$ cat src/core/asp_pkg.sv
/*
 * Constants, field layouts and carrier types of the async serial port.
 * Assumes one clock domain (pclk) and register access over APB.
 */
`default_nettype none
package asp_pkg;
  // Word base of the register frame; bus byte address is four times the index
  localparam logic [15:0] ASP_WORD_BASE = 16'h7050;
  localparam logic [5:0] IDX_CCR   = 6'h00;
  localparam logic [5:0] IDX_CTL1  = 6'h01;
  localparam logic [5:0] IDX_HBAUD = 6'h02;
  localparam logic [5:0] IDX_LBAUD = 6'h03;
  localparam logic [5:0] IDX_CTL2  = 6'h04;
  localparam logic [5:0] IDX_RXST  = 6'h05;
  localparam logic [5:0] IDX_RXEMU = 6'h06;
  localparam logic [5:0] IDX_RXBUF = 6'h07;
  localparam logic [5:0] IDX_TXBUF = 6'h09;
  localparam logic [5:0] IDX_FFTX  = 6'h0A;
  localparam logic [5:0] IDX_FFRX  = 6'h0B;
  localparam logic [5:0] IDX_FFCT  = 6'h0C;
  localparam logic [5:0] IDX_IST   = 6'h10;
  localparam logic [5:0] IDX_IMASK = 6'h11;
  // Bit positions
  localparam int CTL1_RXEN = 0;
  localparam int CTL1_TXEN = 1;
  localparam int CTL1_SLEEP = 2;
  localparam int CTL1_TXWAKE = 3;
  localparam int CTL2_TXIE = 0;
  localparam int CTL2_RXIE = 1;
  localparam int CTL2_TXEMPTY = 6;
  localparam int CTL2_TX_BUFFER_READY_FLAG = 7;
  localparam int FFCT_FIFOEN = 0;
  localparam int FFCT_ABDEN = 1;
  localparam int FFCT_ABDDONE = 7;
  // Interrupt status / mask bits
  localparam int IS_TX_BUFFER_READY_FLAG = 0;
  localparam int IS_RX_BUFFER_READY_FLAG = 1;
  localparam int IS_RXERR = 2;
  localparam int IS_BRK = 3;
  localparam int IS_TXEMPTY = 4;
  localparam int IS_W = 5;
  // Reset values
  localparam logic [7:0]  CCR_RST = 8'h07;
  localparam logic [15:0] DIV_RST = 16'h0000;
  // Timing counts in oversample ticks / bits
  localparam logic [2:0] OVS_LAST = 3'h7;
  localparam logic [2:0] SAMPLE_TICK = 3'h3;
  localparam logic [6:0] IDLE_TICKS = 7'h50;
  localparam logic [3:0] GAP_LAST = 4'hA;
  localparam int FIFO_DEPTH = 16;

  typedef struct packed {
    logic       stop2;
    logic       even;
    logic       par_en;
    logic       rsvd;
    logic       addr_mode;
    logic [2:0] len_m1;
  } asp_ccr_t;

  typedef struct packed {
    logic       brk;
    logic       fe;
    logic       pe;
    logic       wake;
    logic [7:0] data;
  } asp_rxent_t;

  typedef enum logic [2:0] {
    TX_IDLE = 3'b000, TX_GAP = 3'b001, TX_START = 3'b010, TX_DATA = 3'b011,
    TX_ADDR = 3'b100, TX_PAR = 3'b101, TX_STOP = 3'b110
  } asp_tx_st_t;

  typedef enum logic [2:0] {
    RX_IDLE = 3'b000, RX_START = 3'b001, RX_DATA = 3'b010, RX_ADDR = 3'b011,
    RX_PAR = 3'b100, RX_STOP = 3'b101, RX_LOW = 3'b110
  } asp_rx_st_t;
endpackage
`default_nettype wire

$ cat src/core/asp_fifo.sv
/*
 * Small FIFO memory with registered show-ahead read data.
 * Assumes the owner never writes when full nor reads when empty.
 */
`default_nettype none
module asp_fifo #(
  parameter int W     = 8,
  parameter int DEPTH = 16
) (
  // Clock and reset
  input  wire logic                       pclk,
  input  wire logic                       presetn,
  // Write side
  input  wire logic                       wr_en,
  input  wire logic [W-1:0]               wr_data,
  // Read side
  input  wire logic                       rd_en,
  output logic      [W-1:0]               rd_data,
  output logic      [$clog2(DEPTH):0]     count
);
  localparam int AW = $clog2(DEPTH);
  logic [W-1:0]  mem [DEPTH];
  logic [AW-1:0] wr_ptr_r;
  logic [AW-1:0] rd_ptr_r;
  wire  [AW-1:0] rd_ptr_nxt = rd_en ? rd_ptr_r + 1'b1 : rd_ptr_r;

  // Storage array
  always_ff @(posedge pclk) begin
    if (wr_en) mem[wr_ptr_r] <= wr_data;
  end

  // Pointers, level and head register with write bypass
  always_ff @(posedge pclk or negedge presetn) begin
    if (!presetn) begin
      wr_ptr_r <= '0;
      rd_ptr_r <= '0;
      count    <= '0;
      rd_data  <= '0;
    end else begin
      wr_ptr_r <= wr_en ? wr_ptr_r + 1'b1 : wr_ptr_r;
      rd_ptr_r <= rd_ptr_nxt;
      count    <= count + (AW+1)'(wr_en) - (AW+1)'(rd_en);
      rd_data  <= (wr_en && wr_ptr_r == rd_ptr_nxt) ? wr_data : mem[rd_ptr_nxt];
    end
  end
endmodule // asp_fifo
`default_nettype wire

$ cat src/core/asp_baud.sv
/*
 * Oversample tick generator, eight ticks per bit.
 * Assumes divisor is a quasi-static software setting.
 */
`default_nettype none
module asp_baud (
  // Clock and reset
  input  wire logic        pclk,
  input  wire logic        presetn,
  // Divisor and tick
  input  wire logic [15:0] divisor,
  output logic             tick
);
  logic [15:0] cnt_r;
  // Tick every max(divisor,1)+1 cycles: bit = 8*(d+1), or 16 when d is zero
  wire  [15:0] top = (divisor == 16'h0000) ? 16'h0001 : divisor;

  // Divider counter
  always_ff @(posedge pclk or negedge presetn) begin
    if (!presetn) begin
      cnt_r <= '0;
      tick  <= 1'b0;
    end else begin
      tick  <= (cnt_r >= top);
      cnt_r <= (cnt_r >= top) ? 16'h0000 : cnt_r + 16'h0001;
    end
  end
endmodule // asp_baud
`default_nettype wire

$ cat src/core/asp_serial_port.sv
/*
 * Async serial port: APB registers, double-buffered transmitter and receiver,
 * optional 16-entry FIFOs, wake-up modes, auto-baud, interrupt status.
 * Assumes pclk is the low speed peripheral clock and the rx pin is asynchronous.
 */
// Contract
// - Tx and rx each have holding buffer, shift register, enable and interrupt enable.
// - Transmitter and receiver run independently or together.
// - Line bits are plain NRZ levels.
// - Received frames checked for break, parity, overrun, framing; four flags.
// - Bit rate from a 16-bit divisor.
// - Rate is clock/(8*(d+1)), or clock/16 when divisor is zero.
// - One start bit, then one to eight data bits.
// - Even, odd or no parity after data.
// - One or two stop bits.
// - Idle-line and address-bit multiprocessor wake-up schemes.
// - Tx buffer ready flag and tx empty flag.
// - Rx ready, break and summary rx error flags.
// - Separate tx and rx interrupt enables; break is not gated.
// - Register frame begins at its fixed word base.
// - Registers are 8 bits; upper bits read zero, writes there ignored.
// - Auto-baud detection and 16-entry tx and rx FIFOs.
`default_nettype none
module asp_serial_port
  import asp_pkg::*;
#(
  parameter int FIFO_DEPTH_P = FIFO_DEPTH
) (
  // Clock and reset
  input  wire logic        pclk,
  input  wire logic        presetn,
  // APB slave
  input  wire logic        psel,
  input  wire logic        penable,
  input  wire logic        pwrite,
  input  wire logic [7:0]  paddr,
  input  wire logic [31:0] pwdata,
  output logic      [31:0] prdata,
  output logic             pready,
  output logic             pslverr,
  // Serial pins
  input  wire logic        serial_rx_pin,
  output logic             serial_tx_pin,
  // Interrupt
  output logic             irq
);
  localparam int CW = $clog2(FIFO_DEPTH_P) + 1;

  // Register index decode, used only by the error answer; the read mux decodes on its own
  function automatic logic is_mapped(input logic [5:0] i);
    case (i)
      IDX_CCR, IDX_CTL1, IDX_HBAUD, IDX_LBAUD, IDX_CTL2, IDX_RXST, IDX_RXEMU,
      IDX_RXBUF, IDX_TXBUF, IDX_FFTX, IDX_FFRX, IDX_FFCT, IDX_IST, IDX_IMASK: is_mapped = 1'b1;
      default: is_mapped = 1'b0;
    endcase
  endfunction

  asp_ccr_t         ccr_r;
  logic [7:0]       ctl1_r;
  logic [1:0]       ie_r;
  logic [15:0]      div_r;
  logic [3:0]       err_r;       // brk, fe, oe, pe
  logic             rxwake_r;
  logic             txwake_r;
  logic             fifo_en_r;
  logic             abd_en_r;
  logic             abd_done_r;
  logic [18:0]      abd_cnt_r;
  logic [IS_W-1:0]  ist_r;
  logic [IS_W-1:0]  imask_r;
  logic             tick;
  logic             rx_m_r;
  logic             rx_s_r;
  logic [7:0]       rd_val;

  // Bus decode
  wire [5:0] idx    = paddr[7:2];
  wire       acc    = psel && penable && pready;
  wire       wr     = acc && pwrite;
  wire       rd     = acc && !pwrite;
  wire [7:0] wd     = pwdata[7:0];
  wire       w_ccr  = wr && idx == IDX_CCR;
  wire       w_ctl1 = wr && idx == IDX_CTL1;
  wire       w_hb   = wr && idx == IDX_HBAUD;
  wire       w_lb   = wr && idx == IDX_LBAUD;
  wire       w_ctl2 = wr && idx == IDX_CTL2;
  wire       w_rxst = wr && idx == IDX_RXST;
  wire       w_tx   = wr && idx == IDX_TXBUF;
  wire       w_ffct = wr && idx == IDX_FFCT;
  wire       w_ist  = wr && idx == IDX_IST;
  wire       w_imsk = wr && idx == IDX_IMASK;
  wire       r_rxb  = rd && idx == IDX_RXBUF;
  wire       rx_en  = ctl1_r[CTL1_RXEN];
  wire       tx_en  = ctl1_r[CTL1_TXEN];

  // FIFO capacity: one entry as plain holding buffer, full depth in FIFO mode
  wire [CW-1:0] cap = fifo_en_r ? CW'(FIFO_DEPTH_P) : CW'(1);
  logic [CW-1:0] tx_cnt;
  logic [CW-1:0] rx_cnt;
  logic [7:0]    tx_head;
  logic [$bits(asp_rxent_t)-1:0] rx_head_v;
  wire asp_rxent_t rx_head = asp_rxent_t'(rx_head_v);
  wire tx_full  = tx_cnt >= cap;
  wire rx_full  = rx_cnt >= cap;
  wire rx_rdy   = rx_cnt != '0;
  wire tx_push  = w_tx && !tx_full;
  wire rx_pop   = r_rxb && rx_rdy;
  logic tx_pop;
  logic rx_push;
  asp_rxent_t rx_ent;

  asp_fifo #(.W(8), .DEPTH(FIFO_DEPTH_P)) u_txq (
    .pclk(pclk), .presetn(presetn), .wr_en(tx_push), .wr_data(wd),
    .rd_en(tx_pop), .rd_data(tx_head), .count(tx_cnt));
  asp_fifo #(.W($bits(asp_rxent_t)), .DEPTH(FIFO_DEPTH_P)) u_rxq (
    .pclk(pclk), .presetn(presetn), .wr_en(rx_push), .wr_data(rx_ent),
    .rd_en(rx_pop), .rd_data(rx_head_v), .count(rx_cnt));
  asp_baud u_baud (.pclk(pclk), .presetn(presetn), .divisor(div_r), .tick(tick));

  // ---------------- Transmitter ----------------
  asp_tx_st_t tx_st_r;
  logic [2:0] tx_tc_r;
  logic [3:0] tx_bit_r;
  logic [7:0] tx_sh_r;
  logic       tx_par_r;
  logic       tx_ab_r;
  logic       tx_line;
  wire        tx_bend  = tick && tx_tc_r == OVS_LAST;
  wire        tx_empty = tx_st_r == TX_IDLE && tx_cnt == '0;
  wire        tx_start = tx_st_r == TX_IDLE && tx_en && tx_cnt != '0;
  assign tx_pop = tx_start;

  // Line level per state
  always_comb begin
    case (tx_st_r)
      TX_START: tx_line = 1'b0;
      TX_DATA:  tx_line = tx_sh_r[0];
      TX_ADDR:  tx_line = tx_ab_r;
      TX_PAR:   tx_line = tx_par_r ^ ~ccr_r.even;
      default:  tx_line = 1'b1;
    endcase
  end

  // Transmit sequencer
  always_ff @(posedge pclk or negedge presetn) begin
    if (!presetn) begin
      tx_st_r <= TX_IDLE;
      tx_tc_r <= '0;
      tx_bit_r <= '0;
      tx_sh_r <= '0;
      tx_par_r <= 1'b0;
      tx_ab_r <= 1'b0;
    end else begin
      if (tick && tx_st_r != TX_IDLE) tx_tc_r <= tx_tc_r + 3'h1;
      case (tx_st_r)
        TX_IDLE: begin
          tx_tc_r <= '0;
          tx_bit_r <= '0;
          if (tx_start) begin
            tx_sh_r  <= tx_head;
            tx_par_r <= 1'b0;
            tx_ab_r  <= txwake_r;
            tx_st_r  <= (txwake_r && !ccr_r.addr_mode) ? TX_GAP : TX_START;
          end
        end
        TX_GAP: if (tx_bend) begin
          tx_bit_r <= (tx_bit_r == GAP_LAST) ? 4'h0 : tx_bit_r + 4'h1;
          if (tx_bit_r == GAP_LAST) tx_st_r <= TX_START;
        end
        TX_START: if (tx_bend) tx_st_r <= TX_DATA;
        TX_DATA: if (tx_bend) begin
          tx_sh_r  <= {1'b0, tx_sh_r[7:1]};
          tx_par_r <= tx_par_r ^ tx_sh_r[0];
          tx_bit_r <= tx_bit_r + 4'h1;
          if (tx_bit_r[2:0] == ccr_r.len_m1) begin
            tx_bit_r <= '0;
            tx_st_r  <= ccr_r.addr_mode ? TX_ADDR : (ccr_r.par_en ? TX_PAR : TX_STOP);
          end
        end
        TX_ADDR: if (tx_bend) begin
          tx_par_r <= tx_par_r ^ tx_ab_r;
          tx_st_r  <= ccr_r.par_en ? TX_PAR : TX_STOP;
        end
        TX_PAR: if (tx_bend) tx_st_r <= TX_STOP;
        TX_STOP: if (tx_bend) begin
          tx_bit_r <= 4'h1;
          if (!(ccr_r.stop2 && tx_bit_r == 4'h0)) tx_st_r <= TX_IDLE;
        end
        default: tx_st_r <= TX_IDLE;
      endcase
    end
  end

  // ---------------- Receiver ----------------
  asp_rx_st_t rx_st_r;
  logic [2:0] rx_tc_r;
  logic [3:0] rx_bit_r;
  logic [7:0] rx_sh_r;
  logic       rx_par_r;
  logic       rx_pbit_r;
  logic       rx_pe_r;
  logic       rx_ab_r;
  logic       rx_gap_r;
  logic       idle_seen_r;
  logic [6:0] idle_cnt_r;
  wire        samp   = tick && rx_tc_r == SAMPLE_TICK;
  wire        at_stop = samp && rx_st_r == RX_STOP;
  wire [7:0]  rx_data = rx_sh_r >> (3'h7 - ccr_r.len_m1);
  wire        rx_fe   = !rx_s_r;
  wire        rx_brk  = rx_fe && rx_sh_r == 8'h00 && !rx_ab_r && !rx_pbit_r;
  wire        wake    = !ctl1_r[CTL1_SLEEP] || (ccr_r.addr_mode ? rx_ab_r : rx_gap_r);
  wire        rx_take = at_stop && rx_en && wake;
  wire        rx_oe   = rx_take && rx_full;
  assign rx_push = rx_take && !rx_full;
  assign rx_ent  = '{brk: rx_brk, fe: rx_fe, pe: rx_pe_r, wake: rx_ab_r | rx_gap_r, data: rx_data};

  // Pin synchroniser
  always_ff @(posedge pclk or negedge presetn) begin
    if (!presetn) begin
      rx_m_r <= 1'b1;
      rx_s_r <= 1'b1;
    end else begin
      rx_m_r <= serial_rx_pin;
      rx_s_r <= rx_m_r;
    end
  end

  // Idle-line detector: ten idle bit times arm the next frame as a wake frame
  always_ff @(posedge pclk or negedge presetn) begin
    if (!presetn) begin
      idle_cnt_r <= '0;
      idle_seen_r <= 1'b0;
    end else if (rx_st_r != RX_IDLE || !rx_s_r) begin
      idle_cnt_r <= '0;
      if (rx_st_r == RX_START) idle_seen_r <= 1'b0;
    end else if (tick && idle_cnt_r != IDLE_TICKS) begin
      idle_cnt_r <= idle_cnt_r + 7'h01;
    end else if (idle_cnt_r == IDLE_TICKS) begin
      idle_seen_r <= 1'b1;
    end
  end

  // Receive sequencer
  always_ff @(posedge pclk or negedge presetn) begin
    if (!presetn) begin
      rx_st_r <= RX_IDLE;
      rx_tc_r <= '0;
      rx_bit_r <= '0;
      rx_sh_r <= '0;
      rx_par_r <= 1'b0;
      rx_pbit_r <= 1'b0;
      rx_pe_r <= 1'b0;
      rx_ab_r <= 1'b0;
      rx_gap_r <= 1'b0;
    end else begin
      if (tick && rx_st_r != RX_IDLE) rx_tc_r <= rx_tc_r + 3'h1;
      case (rx_st_r)
        RX_IDLE: begin
          rx_tc_r <= '0;
          if (rx_en && !rx_s_r) begin
            rx_st_r  <= RX_START;
            rx_gap_r <= idle_seen_r;
          end
        end
        RX_START: if (samp) begin
          rx_st_r   <= rx_s_r ? RX_IDLE : RX_DATA;
          rx_bit_r  <= '0;
          rx_sh_r   <= '0;
          rx_par_r  <= 1'b0;
          rx_pbit_r <= 1'b0;
          rx_pe_r   <= 1'b0;
          rx_ab_r   <= 1'b0;
        end
        RX_DATA: if (samp) begin
          rx_sh_r  <= {rx_s_r, rx_sh_r[7:1]};
          rx_par_r <= rx_par_r ^ rx_s_r;
          rx_bit_r <= rx_bit_r + 4'h1;
          if (rx_bit_r[2:0] == ccr_r.len_m1)
            rx_st_r <= ccr_r.addr_mode ? RX_ADDR : (ccr_r.par_en ? RX_PAR : RX_STOP);
        end
        RX_ADDR: if (samp) begin
          rx_ab_r  <= rx_s_r;
          rx_par_r <= rx_par_r ^ rx_s_r;
          rx_st_r  <= ccr_r.par_en ? RX_PAR : RX_STOP;
        end
        RX_PAR: if (samp) begin
          rx_pbit_r <= rx_s_r;
          rx_pe_r   <= rx_s_r ^ rx_par_r ^ ~ccr_r.even;
          rx_st_r   <= RX_STOP;
        end
        RX_STOP: if (samp) rx_st_r <= rx_s_r ? RX_IDLE : RX_LOW;
        RX_LOW: if (rx_s_r) rx_st_r <= RX_IDLE;
        default: rx_st_r <= RX_IDLE;
      endcase
    end
  end

  // ---------------- Registers ----------------
  // Receive error flags: hardware set wins over write-one-to-clear
  wire [3:0] err_set = rx_take ? {rx_brk, rx_fe, rx_oe, rx_pe_r} : 4'h0;
  always_ff @(posedge pclk or negedge presetn) begin
    if (!presetn) begin
      err_r    <= '0;
      rxwake_r <= 1'b0;
    end else begin
      err_r    <= (err_r & ~(w_rxst ? wd[5:2] : 4'h0)) | err_set;
      rxwake_r <= rx_push ? rx_ent.wake : (rx_pop ? 1'b0 : rxwake_r);
    end
  end

  // Control, baud and auto-baud
  always_ff @(posedge pclk or negedge presetn) begin
    if (!presetn) begin
      ccr_r <= asp_ccr_t'(CCR_RST);
      ctl1_r <= '0;
      ie_r <= '0;
      div_r <= DIV_RST;
      txwake_r <= 1'b0;
      fifo_en_r <= 1'b0;
      abd_en_r <= 1'b0;
      abd_done_r <= 1'b0;
      abd_cnt_r <= '0;
      imask_r <= '0;
    end else begin
      if (w_ccr) ccr_r <= asp_ccr_t'(wd);
      if (w_ctl1) ctl1_r <= wd;
      if (w_ctl2) ie_r <= wd[1:0];
      if (w_hb) div_r[15:8] <= wd;
      if (w_lb) div_r[7:0] <= wd;
      if (w_imsk) imask_r <= wd[IS_W-1:0];
      txwake_r <= (w_ctl1 && wd[CTL1_TXWAKE]) || (txwake_r && !tx_start);
      if (w_ffct) begin
        fifo_en_r  <= wd[FFCT_FIFOEN];
        abd_en_r   <= wd[FFCT_ABDEN];
        abd_done_r <= 1'b0;
        abd_cnt_r  <= '0;
      end else if (abd_en_r && !abd_done_r) begin
        // Width of one low bit in clocks sets the divisor
        if (!rx_s_r && abd_cnt_r != '1) abd_cnt_r <= abd_cnt_r + 19'h00001;
        if (rx_s_r && abd_cnt_r != '0) begin
          div_r <= (abd_cnt_r[18:3] == 16'h0000) ? 16'h0000 : abd_cnt_r[18:3] - 16'h0001;
          abd_done_r <= 1'b1;
        end
      end
    end
  end

  // Interrupt events, enables per direction, break always passes
  logic tx_empty_d_r;
  wire [IS_W-1:0] ev = {tx_empty && !tx_empty_d_r && ie_r[CTL2_TXIE],
                        rx_take && rx_brk,
                        rx_take && (rx_fe || rx_oe || rx_pe_r) && ie_r[CTL2_RXIE],
                        rx_push && ie_r[CTL2_RXIE],
                        tx_pop && ie_r[CTL2_TXIE]};
  always_ff @(posedge pclk or negedge presetn) begin
    if (!presetn) begin
      ist_r <= '0;
      tx_empty_d_r <= 1'b1;
      irq <= 1'b0;
    end else begin
      tx_empty_d_r <= tx_empty;
      ist_r <= (ist_r & ~(w_ist ? wd[IS_W-1:0] : '0)) | ev;
      irq <= |(ist_r & imask_r);
    end
  end

  // Read mux, upper bits are zero
  always_comb begin
    case (idx)
      IDX_CCR:   rd_val = ccr_r;
      IDX_CTL1:  rd_val = {ctl1_r[7:4], txwake_r, ctl1_r[2:0]};
      IDX_HBAUD: rd_val = div_r[15:8];
      IDX_LBAUD: rd_val = div_r[7:0];
      IDX_CTL2:  rd_val = {!tx_full, tx_empty, 4'h0, ie_r};
      IDX_RXST:  rd_val = {|err_r, rx_rdy, err_r, rxwake_r, 1'b0};
      IDX_RXEMU, IDX_RXBUF: rd_val = rx_head.data;
      IDX_FFTX:  rd_val = 8'(tx_cnt);
      IDX_FFRX:  rd_val = 8'(rx_cnt);
      IDX_FFCT:  rd_val = {abd_done_r, 5'h00, abd_en_r, fifo_en_r};
      IDX_IST:   rd_val = 8'(ist_r);
      IDX_IMASK: rd_val = 8'(imask_r);
      default:   rd_val = 8'h00;
    endcase
  end

  // APB answer one cycle into the access phase; line output registered
  always_ff @(posedge pclk or negedge presetn) begin
    if (!presetn) begin
      pready <= 1'b0;
      pslverr <= 1'b0;
      prdata <= '0;
      serial_tx_pin <= 1'b1;
    end else begin
      pready  <= psel && penable && !pready;
      pslverr <= psel && penable && !pready && !is_mapped(idx);
      prdata  <= (psel && penable && !pready && !pwrite) ? {24'h000000, rd_val} : 32'h00000000;
      serial_tx_pin <= tx_line;
    end
  end
endmodule // asp_serial_port
`default_nettype wire

$ cat config.mk
export PLATFORM = sky130hd
export DESIGN_NAME = asp_serial_port
export DESIGN_NICKNAME = d
export VERILOG_FILES = /design/src/core/asp_pkg.sv /design/src/core/asp_fifo.sv /design/src/core/asp_baud.sv /design/src/core/asp_serial_port.sv
export SDC_FILE = /design/constraint.sdc
export NUM_CORES = 1
export LEC_CHECK = 0
export ABC_AREA = 1
export BUFFER_PORTS_ARGS = -buffer_cell sky130_fd_sc_hd__buf_2
export CAP_MARGIN = 15
export CORE_ASPECT_RATIO = 0.6
export CORE_MARGIN = 1.5
export CORE_UTILIZATION = 30
export CTS_CLUSTER_DIAMETER = 120
export DETAILED_ROUTE_END_ITERATION = 12
export PLACE_DENSITY = 0.5
export SLEW_MARGIN = 20
export SYNTH_ARGS = -nofsm -noshare
export SYNTH_HDL_FRONTEND = slang
export SYNTH_HIERARCHICAL = 1
export SYNTH_SLANG_ARGS = --single-unit
$ cat constraint.sdc
create_clock -name pclk -period 2.4 [get_ports pclk]
set_input_delay 0.48 -clock pclk [delete_from_list [all_inputs] [get_ports pclk]]
set_output_delay 0.48 -clock pclk [all_outputs]
set_load 0.01 [all_outputs]
Word level (Yosys, flattened, before mapping)
Memory sizes are Yosys's and may differ from the RTL's. A register that Yosys moved wholly into a read port is not among the register bits.
Cells that the tools add are included.
{"block": "op_classes", "add_sub_neg": 17, "multipliers": 0, "div_mod_pow": 0, "magnitude_cmp": 3, "eq_ne": 55, "n_shift": 1, "muxes": 96, "n_bitwise": 14, "reduce_logical": 117}
{"operator": "2-to-1 mux 16 bit", "count": 6}
{"operator": "case mux 8 bit (12 select lines)", "count": 1}
{"operator": "2-to-1 mux 3 bit", "count": 25}
{"operator": "2-to-1 mux 8 bit", "count": 8}
{"operator": "2-to-1 mux 19 bit", "count": 3}
{"operator": "logical AND 1 bit", "count": 52}
{"operator": "2-to-1 mux 4 bit", "count": 11}
{"operator": "case mux 3 bit (7 select lines)", "count": 2}
{"operator": "!= test 2 bit (second input constant)", "count": 19}
{"operator": "logical NOT 16 bit", "count": 2}
{"operator": "case mux 8 bit (2 select lines)", "count": 2}
{"operator": "nonzero test 2 bit", "count": 13}
{"operator": "adder 4 x 1 -> 4 bit (second input constant)", "count": 6}
{"operator": "== test 6 x 3 -> 1 bit (second input constant)", "count": 4}
{"operator": "== test 6 x 4 -> 1 bit (second input constant)", "count": 4}
{"operator": "2-to-1 mux 1 bit", "count": 23}
{"operator": "== test 3 bit (second input constant)", "count": 7}
{"operator": "adder 19 x 1 -> 19 bit (second input constant)", "count": 1}
{"operator": "!= test 19 bit (second input constant)", "count": 1}
{"operator": "nonzero test 19 bit", "count": 1}
{"operator": "AND reduction 3 bit", "count": 6}
{"operator": "adder 16 x 1 -> 16 bit (second input constant)", "count": 1}
{"operator": "greater-or-equal comparator 16 bit", "count": 1}
{"operator": "case mux 4 bit (4 select lines)", "count": 1}
{"operator": "other kinds (52)", "count": 103}
{"block": "totals", "ff_bits": 189, "latch_bits": 0, "mem_bits_rw": 320, "mem_bits_ro": 32, "inputBits": 46, "out_inout_bits": 36, "elab_cells": 358, "mem_count": 3}
{"name": "u_rxq.mem", "words": 16, "word_bits": 12, "read_ports": 1, "rd_ports_with_merged_regs": 0, "write_ports": 1, "line": "asp_fifo.sv:22", "source": "logic [W-1:0] mem [DEPTH];"}
{"name": "u_txq.mem", "words": 16, "word_bits": 8, "read_ports": 1, "rd_ports_with_merged_regs": 1, "write_ports": 1, "line": "asp_fifo.sv:22"}
{"name": "(name not given)", "words": 32, "word_bits": 1, "read_ports": 1, "rd_ports_with_merged_regs": 0, "write_ports": 0, "line": "asp_serial_port.sv:51", "source": "case (i)"}

Longest topological paths before layout
Gate-level depths: netlist of the first run.
{"block": "depth", "depth_word": 11, "ltp_mapped": 18, "ltp_nobuf": 17}

Cells and area by module
Netlist of the first run, hierarchy kept.
{"module": "asp_fifo at u_rxq", "instances": 1, "cells_per_inst": 924, "area_each_um2": 9696.8, "seq_area_each_um2": 6391.1}
{"module": "asp_serial_port", "instances": 1, "cells_per_inst": 1221, "area_each_um2": 8714.6, "seq_area_each_um2": 3412.0}
{"module": "asp_fifo at u_txq", "instances": 1, "cells_per_inst": 652, "area_each_um2": 6791.5, "seq_area_each_um2": 4369.2}
{"module": "asp_baud", "instances": 1, "cells_per_inst": 173, "area_each_um2": 1322.5, "seq_area_each_um2": 425.4}

Worst setup path after synthesis of the first run
Ideal clock, no wire load.
{"block": "synth_path", "path_type": "reg-to-reg", "from": "reg rx_tc_r[0]", "to": "mem u_rxq/mem[11][0] (netlist bit), enable pin", "setup_time_ns": 0.380, "arrival_ns": 2.232, "required_ns": 2.020, "path_slack_ns": -0.212, "stages_incl_launch_ff": 10, "path_buffers": 1, "synth_period_minus_slack_ns": 2.612, "path_cell_list": "dfrtp_1 ha_1 ha_1 nand2_1 inv_1 nand4_1 nor2_1 clkbuf_1 nand2_1 nor2_1"}
{"block": "synth_between", "elab_chain_cells": 8}
{"element": "from (decl)", "line": "asp_serial_port.sv:196", "source": "logic [2:0] rx_tc_r;"}
{"element": "from (signal assigned)", "line": "asp_serial_port.sv:256", "source": "if (tick && rx_st_r != RX_IDLE) rx_tc_r <= rx_tc_r + 3'h1;"}
{"element": "== test 3 x 2 -> 1 bit", "line": "asp_serial_port.sv:206", "source": "wire samp = tick && rx_tc_r == SAMPLE_TICK;"}
{"element": "logical AND 1 bit", "line": "asp_serial_port.sv:206"}
{"element": "logical AND 1 bit", "line": "asp_serial_port.sv:207", "source": "wire at_stop = samp && rx_st_r == RX_STOP;"}
{"element": "logical AND 1 bit (2 in series)", "line": "asp_serial_port.sv:212", "source": "wire rx_take = at_stop && rx_en && wake;"}
{"element": "logical AND 1 bit", "line": "asp_serial_port.sv:214", "source": "assign rx_push = rx_take && !rx_full;"}
{"element": "net rx_push", "line": "asp_serial_port.sv:109", "source": "logic rx_push;"}
{"element": "2-to-1 mux 1 bit", "line": "asp_fifo.sv:29", "source": "if (wr_en) mem[wr_ptr_r] <= wr_data;"}
{"element": "2-to-1 mux 1 bit (not written as such)", "line": "asp_fifo.sv:29"}
{"element": "to (decl)", "line": "asp_fifo.sv:22"}
The timed path passes the listed nets, and every way through them passes these cells.

Worst setup path in the final report of the first run
{"block": "layout_path", "from": "reg u_txq.count[0]", "to": "mem u_txq.mem[26][1] (netlist: u_txq/mem[13][1]), enable pin"}
{"block": "layout_between", "elab_chain_cells": 5}
{"element": "from (decl)", "line": "asp_fifo.sv:19", "source": "output logic [$clog2(DEPTH):0] count"}
{"element": "from (signal assigned)", "line": "asp_fifo.sv:42", "source": "count <= count + (AW+1)'(wr_en) - (AW+1)'(rd_en);"}
{"element": "greater-or-equal comparator 5 bit", "line": "asp_serial_port.sv:103", "source": "wire tx_full = tx_cnt >= cap;"}
{"element": "logical NOT 1 bit", "line": "asp_serial_port.sv:106", "source": "wire tx_push = w_tx && !tx_full;"}
{"element": "logical AND 1 bit", "line": "asp_serial_port.sv:106"}
{"element": "net tx_push", "line": "asp_serial_port.sv:106"}
{"element": "2-to-1 mux 1 bit", "line": "asp_fifo.sv:29"}
{"element": "2-to-1 mux 1 bit (not written as such)", "line": "asp_fifo.sv:29"}
{"element": "to (decl)", "line": "asp_fifo.sv:22"}
The timed path passes the listed nets, and every way through them passes these cells.

==> results of run 1 <==
==> sequential cells by signal (all words and copies together) (netlist names), 16 cells and up <==
signal / cells
u_rxq/mem: 128
div_r: 16
u_txq/mem: 128
abd_cnt_r: 19
u_baud/cnt_r: 16
==> cell usage in the layout (no fill, tap or decap), types with 39 or more instances in the layout <==
cell type  instances
nand3b_1          50
buf_12            39
o21ai_1           63
o21ai_0           62
dfrtp_1          188
edfxtp_1         256
ha_1              54
buf_4            122
xor2_1            46
nor2_1           147
nand2_1          623
nand3_1          404
clkbuf_16         48
inv_1            386
==> through the flow <==
stage	instances	setup WS, ns	hold slack [ns]	utilization, %
4_1_cts	3941	0.000813	0.161	35.8
6_report	3951	0.0907	0.211	36.3
5_1_grt	3948	-0.0404	0.176	36.3
2_1_floorplan	2737	-0.0536	0.184	-
3_5_place_dp	3856	-0.301	0.349	33.8
3_3_place_gp	3856	-0.240	0.351	33.8
==> path summary, 6_finish.rpt <==
check | end | cells past startpoint | startpoint
max in group asynchronous | pready | 3 | presetn
hold reg to reg | rx_s_r | 0 | rx_m_r
setup reg to reg | u_txq/mem[13][1] | 11 | u_txq/count[0]
hold / removal | u_txq/mem[5][5] | 1 | pwdata[5]
setup / recovery | u_txq/mem[13][1] | 11 | u_txq/count[0]
min in group asynchronous | rx_par_r | 2 | presetn
==> final cells by class <==
class	instances	area (um^2)	area share [%]
antenna	3	7.51	0.0266
sequential	451	12600	44.6
clock buffer	66	1330	4.71
timing repair inverter	1	5.00	0.0177
multi-input combinational	1733	9130	32.4
clock inverter	16	145	0.514
tap	1053	1320	4.67
timing repair buffer	214	2130	7.57
inverter	414	1570	5.56
==> metal layers <==
metal | vias up | GRT usage (%) | share of wire, %
li1 | 9089 | - | -
met1 | 8620 | 29.3 | 55
met2 | 519 | 21.2 | 36
met3 | 61 | 3.93 | 8.0
met4 | 0 | 2.39 | 0.98
met5 | - | 0 | 0
==> where the power goes <==
group | leakage, nW | total (mW) | switching [mW] | internal (mW)
combinational | 7.36 | 3.51 | 2.26 | 1.25
sequential | 4.55 | 8.89 | 0.362 | 8.52
clock | 0.737 | 7.21 | 3.14 | 4.06
total | 12.7 | 19.6 | 5.77 | 13.8
==> timing repair <==
action | 4_1_cts | 5_1_grt
hold buffers | 2 | 0
gates resized for setup | 5 | 80
pin swaps | 1 | 13
setup buffers | 1 | 3
endpoints found under the hold margin | 39 | 0
endpoints found under the setup margin | 145 | 218
cloned | 0 | 4
==> flow_summary.json, run 1 <==
{
  "yosysWarnings": 6,
  "drc": 0,
  "hold_path_class": "in2reg",
  "drive_above_1_share_pct": 15.9,
  "irDropWorstVdd_mv": 0.449,
  "cpMostUsedCell": "buf_4",
  "hold_viol": 0,
  "grt_util_all_layers_pct": 17.2,
  "grt_pass1_vias": 16800,
  "drv_cap": 0,
  "synth_area_per_cell_um2": 8.72,
  "wirelength_um": 69400,
  "io_buffers": 31,
  "path_delay_family": "simple AND/OR/NAND/NOR gates",
  "nets": 2963,
  "post-route-min-period_ns": 2.31,
  "overflow": 0,
  "critPathMaxFanout": 8,
  "crit_path_end_kind": "register",
  "path_cells": "buf_4 -> inv_2 -> ha_1 -> nand3b_1 -> nand2_1 -> nand2_2 -> nor4_2 -> buf_4 -> nand2_2 -> nor2_1 -> buf_4",
  "critPathKind": "reg2reg",
  "skew_ns": 0.0310,
  "power_mw": 19.6,
  "ant_nets": 0,
  "die_w_um": 366,
  "fin_area_mm2": 0.0282,
  "cts_tree": "yes",
  "crit_buf_inv": 4,
  "avgRoutedWirePerCell_um": 17.6,
  "place_congestion": 0.877,
  "cellPowerDensity_mw_per_mm2": 695,
  "critPathArrivalTime_ns": 2.59,
  "initialDrtViolationCount": 1843,
  "max_freq_mhz": 433,
  "die_area_mm2": 0.0806,
  "cts_buffer_depth": 3,
  "crit_required_ns": 2.68,
  "worst_pin_slew_ns": 0.541,
  "grt_max_degree": 55,
  "cts_sinks": 451,
  "num_vias": 18300,
  "area_growth_syn_to_layout_pct": 19.3,
  "slowest_stage": "dfrtp_1",
  "dp_hpwl_um": 49200,
  "die_y_um": 221,
  "tns_ns": 0,
  "start_util_pct": 30.4,
  "setup_violations": 0,
  "fillCellCount": 7974,
  "reg2reg_setup_slack_ns": 0.09,
  "synthCells": 2714,
  "post-route-period-util_pct": 96.2,
  "fp-row-count": 79,
  "synthesis.area_mm2": 0.0237,
  "clkLatencyLatePin_ns": 0.60,
  "ios": 82,
  "dr.pass1.iters": 6,
  "core_mm2": 0.0778,
  "slew_headroom_pct": 63.6,
  "viasPerCell": 4.63,
  "rsz0062_at_grt": "yes",
  "placed_cell_area_mm2": 0.0263,
  "leakage_nw": 12.7,
  "max_stage_delay_ns": 0.39,
  "grt_antenna_before_repair": 1,
  "critPathLaunchType": "register",
  "final_max_slew_viol_count": 0,
  "clkTransAtPathRegs_ns": 0.06,
  "htree_levels": 2,
  "status": "finished clean",
  "cts_buffers": 44,
  "grt_pass1_wl_um": 105000,
  "cts-root-buf": "clkbuf_16"
}
Power figures use the tool's default switching activity.
==> run 2, diff against run 1 <==
--- a/config.mk
+++ b/config.mk
@@ -5,7 +5,7 @@
 export SDC_FILE = /design/constraint.sdc
 export NUM_CORES = 1
 export LEC_CHECK = 0
-export ABC_AREA = 1
+export ABC_AREA = 0
 export BUFFER_PORTS_ARGS = -buffer_cell sky130_fd_sc_hd__buf_2
 export CAP_MARGIN = 15
 export CORE_ASPECT_RATIO = 0.6
@@ -13,6 +13,7 @@
 export CORE_UTILIZATION = 30
 export CTS_CLUSTER_DIAMETER = 120
 export DETAILED_ROUTE_END_ITERATION = 12
+export MAX_ROUTING_LAYER = met4
 export PLACE_DENSITY = 0.5
 export SLEW_MARGIN = 20
 export SYNTH_ARGS = -nofsm -noshare
==> flow_summary.json, run 2 <==
{
  "ant_nets": 0,
  "crit_path_end_kind": "register",
  "grt_antenna_before_repair": 1,
  "use_met2_pct": 21.4,
  "grt_pass1_vias": 16500,
  "rsz0062_at_grt": "yes",
  "max_freq_mhz": 372,
  "leakage_nw": 10.7,
  "fp-row-count": 80,
  "setup_violations": 279,
  "power_mw": 19.0,
  "critPathArrivalTime_ns": 3.12,
  "dp_hpwl_um": 46200,
  "tns_ns": -25.93,
  "slew_headroom_pct": 45.6,
  "final_cell_mix": "mux2i_1 (275), edfxtp_1 (256), buf_4 (194)",
  "gr-max-usage-layer": "met1",
  "post-route-period-util_pct": 112,
  "critPathKind": "reg2reg",
  "overflow": 0,
  "violations": "setup timing",
  "nets": 2305,
  "cts_sinks": 451,
  "post-route-min-period_ns": 2.69,
  "placed_cell_area_mm2": 0.0271,
  "ios": 82,
  "drv_cap": 0,
  "crit_required_ns": 2.83,
  "clkLatencyLatePin_ns": 0.59,
  "use_met3_pct": 3.22,
  "dp_worst_setup_slack_ns": -0.528,
  "cts_tree": "yes",
  "place_congestion": 0.872,
  "num_vias": 17000,
  "die_area_mm2": 0.0817,
  "viasPerCell": 5.13,
  "status": "finished with violations",
  "use_met1_pct": 25.5,
  "avgRoutedWirePerCell_um": 20.2,
  "wirelength_um": 66800,
  "worst_pin_slew_ns": 0.811,
  "io_buffers": 31,
  "synthCells": 2008,
  "clkTransAtPathRegs_ns": 0.06,
  "critPathLaunch": "tx_st_r[0]",
  "synth_area_per_cell_um2": 11.9,
  "fin_ws_ns": -0.291,
  "cellPowerDensity_mw_per_mm2": 640,
  "drive_above_1_share_pct": 26.5,
  "grt_max_degree": 61,
  "cts_buffers": 45,
  "yosysWarnings": 6,
  "core_mm2": 0.0793,
  "final_max_slew_viol_count": 0,
  "grt_util_all_layers_pct": 16.4,
  "reg_top3": "u_rxq/mem: 128 flops, u_txq/mem: 128 flops, abd_cnt_r: 19 flops",
  "critPathMaxFanout": 20,
  "synthesis.area_mm2": 0.0240,
  "cts-root-buf": "clkbuf_16",
  "layout_commonest_cell": "mux2i_1",
  "hold_path_class": "in2reg",
  "fin_area_mm2": 0.0297,
  "critPathLaunchType": "register",
  "rr_startpoint": "tx_st_r[0]",
  "cts_buffer_depth": 3,
  "irDropWorstVdd_mv": 0.455,
  "start_util_pct": 30.3,
  "final_util_pct": 37.4,
  "hold_viol": 0,
  "die_y_um": 222,
  "die_w_um": 368,
  "area_growth_syn_to_layout_pct": 23.8,
  "htree_levels": 2,
  "dr.pass1.iters": 5,
  "drc": 0,
  "skew_ns": 0.0350,
  "initialDrtViolationCount": 1353,
  "grt_pass1_wl_um": 101000,
  "hold_start": "penable"
}
==> run 2: worst max-delay path, stage by stage, from the launching register on <==
cell and delay, ns:
dfrtp_1 0.38, or4b_4 0.58, a21oi_4 0.22, buf_4 0.15
nand2_1 0.07, buf_12 0.17, o221ai_1 0.25, o32ai_1 0.17
buf_4 0.17, o41ai_2 0.39
==> run 2: power breakdown <==
part           total [mW]  switching, mW  internal (mW)
clock                7.26           3.08           4.18
sequential           8.63          0.203           8.43
combinational        3.10           1.74           1.35
==> run 2: path summary, 6_finish.rpt <==
kind                                     to  slack (ns)  cells past startpoint
min reg2reg                          rx_s_r        0.37                      0
max reg2reg                u_txq/rd_data[3]       -0.29                      9
max in group asynchronous          ccr_r[2]        1.26                      3
max                        u_txq/rd_data[3]       -0.29                      9
min in group asynchronous         prdata[2]        0.41                      2
min                                  pready        0.28                      4
==> run 2: through the flow <==
step,hold WS (ns),instances
floorplan,0.184,2031
global placement,0.373,3195
detailed placement,0.373,3195
CTS,0.250,3293
global route,0.297,3303
finish,0.284,3305
==> run 2: layout make-up <==
cell class / instances / area [um^2]
flip-flops and latches: 451 / 12600
multi-input cells: 1339 / 11300
fillers: 7657 / 49600
well taps: 1066 / 1330
repair buffers: 291 / 2690
clock inverters: 24 / 255
clock buffers: 59 / 1240
inverters: 73 / 277
diodes: 2 / 5.00
==> run 2: routing by layer <==
| layer | wire [um] | vias up |
|---|---|---|
| met5 | 0 | - |
| met4 | 1110 | 0 |
| met3 | 3850 | 74 |
| met2 | 26700 | 347 |
| met1 | 35100 | 8555 |
| li1 | - | 7995 |
==> run 2: what timing repair did <==
action,in CTS,in global routing
gates cloned,2,3
hold buffers,2,0
setup endpoints to repair,281,301
setup buffers,17,14
pin swaps,13,30
resized for setup,108,76
hold endpoints to repair,45,0
